File: config.mk
export PLATFORM = sky130hd
export DESIGN_NAME = pbl_pll_cfg
export DESIGN_NICKNAME = d
export VERILOG_FILES = /design/src/logic/pbl_pkg.sv /design/src/logic/pbl_pll_cfg.sv
export SDC_FILE = /design/constraint.sdc
export NUM_CORES = 1
export LEC_CHECK = 0
export BUFFER_PORTS_ARGS = -buffer_cell sky130_fd_sc_hd__buf_4
export CORE_MARGIN = 4
export CORE_UTILIZATION = 55
export CTS_CLUSTER_DIAMETER = 50
export DETAILED_ROUTE_END_ITERATION = 10
export PLACE_DENSITY = 0.71
export SKIP_CTS_REPAIR_TIMING = 1
export SKIP_LAST_GASP = 1
export SLEW_MARGIN = 20
export SYNTH_ARGS = -nofsm -noshare
export SYNTH_HDL_FRONTEND = slang
export SYNTH_SLANG_ARGS = --single-unit
File: constraint.sdc
create_clock -name CLK -period 7.3 [get_ports CLK]
set_clock_uncertainty 0.1 [all_clocks]
set_input_delay 0.73 -clock CLK [delete_from_list [all_inputs] [get_ports CLK]]
set_output_delay 0.73 -clock CLK [all_outputs]
set_load 0.1 [all_outputs]
File: src/logic/pbl_pkg.sv
// Purpose : constants shared by the pll band/loop configuration block
// Assumes : 16-bit serial frames, one instruction byte then one data byte
// Notes   : register map and field layout of the pll control registers
package pbl_pkg;

   // ***************************************************************
   // register map
   // ***************************************************************
   localparam logic [4:0] ADDR_BAND = 5'h08;     // band select register
   localparam logic [4:0] ADDR_BIAS = 5'h09;     // enable and bias register
   localparam logic [4:0] ADDR_BWV  = 5'h0A;     // loop bandwidth and vctl

   // ***************************************************************
   // field layout and reset values
   // ***************************************************************
   localparam int         BAND_LSB  = 2;         // band field bits 7:2
   localparam int         PLLEN_BIT = 7;         // pll enable bit
   localparam int         VCTL_LSB  = 5;         // control voltage bits 7:5
   localparam logic [5:0] BAND_AUTO = 6'h3F;     // all-ones code starts search
   localparam logic [5:0] BAND_LAST = 6'h3E;     // highest fixed band
   localparam logic [5:0] BAND_RST  = 6'h00;     // band code after reset
   localparam logic [4:0] BW_RST    = 5'h0F;     // loop bandwidth after reset
   localparam logic [7:0] BIAS_RST  = 8'h03;     // bias reg after reset
   localparam logic [2:0] VCTL_LO   = 3'h2;      // lowest acceptable vctl
   localparam logic [2:0] VCTL_HI   = 3'h4;      // highest acceptable vctl

   // ***************************************************************
   // serial frame
   // ***************************************************************
   localparam logic [4:0] FRAME_LAST = 5'h0F;    // index of last frame bit
   localparam logic [4:0] INSTR_LAST = 5'h07;    // index of last instruction bit
   localparam logic [4:0] DATA_FIRST = 5'h08;    // index of first data bit

   // ***************************************************************
   // timing
   // ***************************************************************
   localparam int CLK_MHZ    = 10;               // system clock rate
   localparam int SETTLE_NS  = 10000;            // least settling time per band
   localparam int SETTLE_CYC = (SETTLE_NS * CLK_MHZ + 999) / 1000;

   // search sequencer states, gray along the path
   typedef enum logic [1:0] {
      PBL_IDLE   = 2'b00,
      PBL_SETTLE = 2'b01,
      PBL_CHECK  = 2'b11,
      PBL_DONE   = 2'b10
   } pbl_state_t;

endpackage

File: src/logic/pbl_pll_cfg.sv
// Purpose : pll band select, loop bandwidth, bias and vctl registers
// Assumes : serial port pins synchronous to CLK, slower than CLK / 4
// Notes   : band search steps bands upward until vctl sits mid-range or the top fixed band is reached
module pbl_pll_cfg
   import pbl_pkg::*;
#(
   parameter int SETTLE_CYCLES = SETTLE_CYC      // settle wait per band
) (
   input  wire logic       CLK,
   input  wire logic       NRST,
   input  wire logic       SCLK,
   input  wire logic       CS_N,
   input  wire logic       SDI,
   output logic            SDO,
   output logic            SDO_OE,
   input  wire logic [2:0] VCTL,
   output logic            PLL_EN,
   output logic [5:0]      BAND,
   output logic [4:0]      LOOP_BW,
   output logic [2:0]      BIAS,
   output logic            SEARCH_BUSY
);

   // ***************************************************************
   // reset release
   // ***************************************************************
   logic             rst_meta_r;                 // first release stage
   logic             rst_n_r;                    // released reset copy

   // two stages so release never lands near an edge
   always_ff @(posedge CLK or negedge NRST) begin
      if (!NRST) begin
         rst_meta_r <= 1'b0;
         rst_n_r    <= 1'b0;
      end else begin
         rst_meta_r <= 1'b1;
         rst_n_r    <= rst_meta_r;
      end
   end

   // ***************************************************************
   // serial port
   // ***************************************************************
   logic             sclk_prev_r;                // sclk one cycle ago
   logic [4:0]       bit_cnt_r;                  // bits taken this frame
   logic [14:0]      shift_in_r;                 // incoming bits
   logic [7:0]       shift_out_r;                // outgoing read data
   logic             is_read_r;                  // frame is a read
   logic             sclk_rise;                  // rising sclk in frame
   logic             sclk_fall;                  // falling sclk in frame
   logic [15:0]      frame_nxt;                  // frame with current bit
   logic             wr_stb;                     // full write frame taken
   logic [4:0]       wr_addr;                    // write address
   logic [7:0]       wr_data;                    // write data
   logic [7:0]       rd_data;                    // read mux

   assign sclk_rise = SCLK & ~sclk_prev_r & ~CS_N;
   assign sclk_fall = ~SCLK & sclk_prev_r & ~CS_N;
   assign frame_nxt = {shift_in_r, SDI};
   assign wr_addr   = frame_nxt[12:8];
   assign wr_data   = frame_nxt[7:0];
   assign wr_stb    = sclk_rise & (bit_cnt_r == FRAME_LAST) & ~frame_nxt[15];

   // edge history of the serial clock
   always_ff @(posedge CLK or negedge rst_n_r) begin
      if (!rst_n_r) begin
         sclk_prev_r <= 1'b0;
      end else begin
         sclk_prev_r <= SCLK;
      end
   end

   // bit capture; deasserted select aborts a partial frame
   always_ff @(posedge CLK or negedge rst_n_r) begin
      if (!rst_n_r) begin
         bit_cnt_r  <= 5'h00;
         shift_in_r <= 15'h0000;
      end else if (CS_N) begin
         bit_cnt_r  <= 5'h00;
      end else if (sclk_rise) begin
         shift_in_r <= frame_nxt[14:0];
         bit_cnt_r  <= bit_cnt_r + 5'h01;
      end
   end

   // read data loaded after the instruction, shifted out on falls
   always_ff @(posedge CLK or negedge rst_n_r) begin
      if (!rst_n_r) begin
         shift_out_r <= 8'h00;
         is_read_r   <= 1'b0;
         SDO         <= 1'b0;
         SDO_OE      <= 1'b0;
      end else begin
         if (CS_N) begin
            is_read_r <= 1'b0;
         end else if (sclk_rise && bit_cnt_r == INSTR_LAST) begin
            is_read_r   <= frame_nxt[7];
            shift_out_r <= rd_data;
         end else if (sclk_fall && bit_cnt_r >= DATA_FIRST) begin
            SDO         <= shift_out_r[7];
            shift_out_r <= {shift_out_r[6:0], 1'b0};
         end
         // drive only during the data phase of a read
         SDO_OE <= ~CS_N & is_read_r & (bit_cnt_r >= DATA_FIRST);
      end
   end

   // ***************************************************************
   // configuration registers
   // ***************************************************************
   logic [5:0]       band_code_r;                // last written band code
   logic [1:0]       band_low_r;                 // spare bits 1:0 of band reg
   logic [7:0]       bias_reg_r;                 // enable, spare, bias
   logic [4:0]       bw_r;                       // loop bandwidth code
   logic [2:0]       vctl_r;                     // sampled control voltage
   logic [5:0]       found_r;                    // band under test or found
   logic             auto_mode;                  // search code is written

   assign auto_mode = (band_code_r == BAND_AUTO);

   // host writes; a manual code is kept as written
   always_ff @(posedge CLK or negedge rst_n_r) begin
      if (!rst_n_r) begin
         band_code_r <= BAND_RST;
         band_low_r  <= 2'b00;
         bias_reg_r  <= BIAS_RST;
         bw_r        <= BW_RST;
      end else if (wr_stb) begin
         case (wr_addr)
            ADDR_BAND: begin
               band_code_r <= wr_data[7:BAND_LSB];
               band_low_r  <= wr_data[1:0];
            end
            ADDR_BIAS: bias_reg_r <= wr_data;
            ADDR_BWV:  bw_r <= wr_data[4:0];
            default:   ;                          // unmapped writes ignored
         endcase
      end
   end

   // vctl field is read-only, sampled from the filter comparator
   always_ff @(posedge CLK or negedge rst_n_r) begin
      if (!rst_n_r) begin
         vctl_r <= 3'h0;
      end else begin
         vctl_r <= VCTL;
      end
   end

   // readback mux; unmapped addresses read zero
   always_comb begin
      rd_data = 8'h00;
      case (frame_nxt[4:0])
         ADDR_BAND: rd_data = {(auto_mode ? found_r : band_code_r), band_low_r};
         ADDR_BIAS: rd_data = bias_reg_r;
         ADDR_BWV:  rd_data = {vctl_r, bw_r};
         default:   rd_data = 8'h00;
      endcase
   end

   // ***************************************************************
   // band search
   // ***************************************************************
   pbl_state_t       state_r;                    // sequencer state
   logic [15:0]      settle_cnt_r;               // wait per band
   logic             vctl_ok;                    // vctl inside window

   assign vctl_ok = (vctl_r >= VCTL_LO) && (vctl_r <= VCTL_HI);

   // steps bands upward; ends at the first centred band or the top
   always_ff @(posedge CLK or negedge rst_n_r) begin
      if (!rst_n_r) begin
         state_r      <= PBL_IDLE;
         settle_cnt_r <= 16'h0000;
         found_r      <= 6'h00;
      end else if (wr_stb && wr_addr == ADDR_BAND) begin
         settle_cnt_r <= 16'h0000;
         found_r      <= 6'h00;
         // search code restarts, any manual code stops it
         state_r <= (wr_data[7:BAND_LSB] == BAND_AUTO) ? PBL_SETTLE : PBL_IDLE;
      end else begin
         case (state_r)
            PBL_SETTLE: begin
               settle_cnt_r <= settle_cnt_r + 16'h0001;
               if (settle_cnt_r >= 16'(SETTLE_CYCLES - 1)) begin
                  state_r <= PBL_CHECK;
               end
            end
            PBL_CHECK: begin
               settle_cnt_r <= 16'h0000;
               if (vctl_ok || found_r == BAND_LAST) begin
                  state_r <= PBL_DONE;
               end else begin
                  found_r <= found_r + 6'h01;
                  state_r <= PBL_SETTLE;
               end
            end
            PBL_DONE: state_r <= PBL_DONE;        // result held for readback
            PBL_IDLE: state_r <= PBL_IDLE;
            default:  state_r <= PBL_IDLE;
         endcase
      end
   end

   // ***************************************************************
   // analog control outputs
   // ***************************************************************
   // registered so every pin comes from a flop
   always_ff @(posedge CLK or negedge rst_n_r) begin
      if (!rst_n_r) begin
         BAND        <= BAND_RST;
         LOOP_BW     <= BW_RST;
         BIAS        <= BIAS_RST[2:0];
         PLL_EN      <= BIAS_RST[PLLEN_BIT];
         SEARCH_BUSY <= 1'b0;
      end else begin
         BAND        <= auto_mode ? found_r : band_code_r;
         LOOP_BW     <= bw_r;
         BIAS        <= bias_reg_r[2:0];
         PLL_EN      <= bias_reg_r[PLLEN_BIT];
         SEARCH_BUSY <= (state_r == PBL_SETTLE) || (state_r == PBL_CHECK);
      end
   end
endmodule

==> results.yml <==
floorplan:
  fp.dieArea_mm2: 0.00956
  core_mm2: 0.00777
  start_util_pct: 57.1
  std_cell_rows: 32
  dieHeight_um: 97.8
  die_w_um: 97.8
  io_pins: 26
power:
  intPower_uw: 825
  p_per_area_mw_per_mm2: 251
  seq_power_share_pct: 57.4
  vdd_ir_drop_max_mv: 0.105
  p_clk_share_pct: 27.0
  power_frac_comb_pct: 15.6
  p_sw_share_pct: 32.3
  p_leak_uw: 0.00218
  switching_power_uw: 393
cells_and_area:
  diodes: 0
  seq_area_mm2: 0.00247
  fillers: 636
  multi_input_area_mm2: 0.00184
  fin_cells: 516
  synthToLayoutAreaGrowth_pct: 9.62
  drive_above_1_share_pct: 22.5
  nets: 423
cts:
  clockBufferDepth: 2
  cts_inserted_buffers: 9
  root_buffer: "clkbuf_8"
  cts_tree: "built"
  cts.sink_count: 98
  clk_pin_slew_ps: 100
  clkLatencyLatePin_ps: 360
  h-tree-depth: 3
worst_setup_path:
  worstPathRequired_ps: 7430
  cp.arrival_ps: 2940
  endpoint_kind: "flip-flop"
  crit_type: "in -> reg"
  critPathMaxFanout: 20
  critPathLaunchType: "input pin"
global_routing:
  grt_pass1_wl_um: 14200
  antenna_found_initial: 0
  grt_pass1_vias: 2899
  gr-total-overflow: 0
  grt_max_degree: 63
  groute.usage.overall_pct: 18.3
yosys:
  yosysMostFrequentCell: "dfrtp_1"
  synth_area_mm2: 0.00443
  avgSynthCellArea_um2: 11.5
  synth_edf_count: 0
  synth_ff_type: "dfrtp_1"
  synth_cell_types: 54
  netlist.area_leader.share_pct: 48.5
  yosys_warnings: 0
  synth.yosys.seq_area_share_pct: 55.6
  yosys-top-cells-count: "dfrtp_1 (86), nand2_1 (33), nor2_1 (29)"
  synth-seq-cells: 98
  synth_cells: 386
  synth-async-reset-ratio_pct: 100
  synth.area.top_cells: "dfrtp_1 (49%), dfstp_2 (7.1%), mux2_2 (7.1%), nand2_1 (2.8%), nor2_1 (2.5%)"
  syn_nets: 400
  yosys.area.top_type: "dfrtp_1"
timing:
  tns_ps: 0
  worst_slew_pin_slew_ps: 973
  rsz0062_at_grt: "no"
  finalSetupViolations: 0
  post-route-min-period_ps: 2810
  max_freq_mhz: 356
  post-route-period-util_pct: 38.4
  final-max-slew-violation-count: 0
  finalHoldViolCount: 0
  relSlewSlack_pct: 35.0
place:
  gp_congestion: 0.850
  hpwl_um: 5820
  dp.cells: 500
  placement.io_buffers: 25
detailed_routing:
  final_antenna_net_count: 0
  wl_um: 8410
  num_vias: 3016
  viasPerCell: 5.84
  drtIter0Drc: 116
  drc: 0
  wl_per_cell_um: 16.3
  drtPass1Iterations: 4
status:
  status: "finished clean"
job:
  cap_violations: 0
worst_hold_path:
  hp-class: "in -> async"
[path summary, 6_finish.rpt]
kind | from | to | slack (ps) | cells after the start
min in group CLK | rst_meta_r$_DFF_PN0_ | rst_n_r$_DFF_PN0_ | 260 | 0
hold reg to reg | rst_n_r$_DFF_PN0_ | bias_reg_r[2]$_DFFE_PN0P_ | 180 | 0
setup reg to reg | sclk_prev_r$_DFF_PN0_ | settle_cnt_r[3]$_DFFE_PN0P_ | 4560 | 4
hold / removal | NRST | rst_n_r$_DFF_PN0_ | 30 | 1
setup / recovery | CS_N | settle_cnt_r[3]$_DFFE_PN0P_ | 4490 | 5
max in group asynchronous | rst_n_r$_DFF_PN0_ | settle_cnt_r[12]$_DFFE_PN0P_ | 5800 | 1
[power by group through the flow]
stage | Combinational [µW] | Clock (µW) | Sequential (µW)
floorplan | 138 | 0 | 703
global placement | 185 | 0 | 705
detailed placement | 188 | 0 | 708
CTS | 191 | 336 | 698
global route | 211 | 360 | 710
finish | 190 | 329 | 700
[layer usage]
| metal | track usage (%) | wire, µm | up-vias |
|---|---|---|---|
| met5 | 0 | 0 | - |
| met4 | 7.35 | 187 | 0 |
| met3 | 3.07 | 264 | 14 |
| met2 | 28.1 | 3970 | 53 |
| met1 | 26.0 | 3990 | 1503 |
| li1 | - | - | 1446 |
[placed cells by master (no fill, tap or decap), types with 7 or more instances in the layout]
cell      Yosys  layout
xnor2_1       7       7
a21oi_1      16      16
o21ai_0      13      13
nand2_1      33      33
mux2i_1      10      10
dfrtp_1      86      85
clkbuf_8      0      10
nor3_1        7       7
nand4_1       9       9
inv_1        11      11
buf_4         3      26
nand3_1      12      12
nor2_1       29      29
dfstp_2      12      12
mux2_2       28      28
[through the flow]
stage / hold slack, ps / cell area [µm²] / utilization (%) / total power (µW) / worst slack, ps
finish: 30.9 / 4860 / 62.6 / 1220 / 4490
detailed placement: 189 / 4680 / 60.2 / 896 / 4150
floorplan: 231 / 4430 / - / 840 / 4290
CTS: 22.0 / 4860 / 62.6 / 1220 / 4520
global placement: 187 / 4680 / 60.2 / 890 / 4180
global route: 10.5 / 4860 / 62.6 / 1280 / 4290
[registers in the layout (all words and copies together) (netlist names), 6 cells and up]
name and count:
BAND 6, shift_in_r 15, band_code_r 6, settle_cnt_r 16
found_r 6, shift_out_r 8, bias_reg_r 8
[kinds of logic after synthesis]
kind of cell	share of synthesized area (%)
fa+ha+maj	1.69
buf+inv	2.85
xor+xnor	2.57
other cells	0.0846
mux	9.37
compound gates	10.1
simple gates	17.7
flops	55.6
[critical path: stages]
cell and delay, ps:
buf_4 150, nor3b_4 810, nand4_2 640, nand2_1 490, nor2_1 100
[area by class of cell]
| class | instances | area share, % |
|---|---|---|
| Clock buffer | 10 | 2.83 |
| Sequential cell | 98 | 50.8 |
| Inverter | 11 | 0.849 |
| Tap cell | 102 | 2.63 |
| Multi-Input combinational cell | 263 | 37.9 |
| Timing Repair Buffer | 26 | 4.02 |
| Clock inverter | 6 | 0.978 |
No activity file was read; power rests on OpenSTA's default activity.
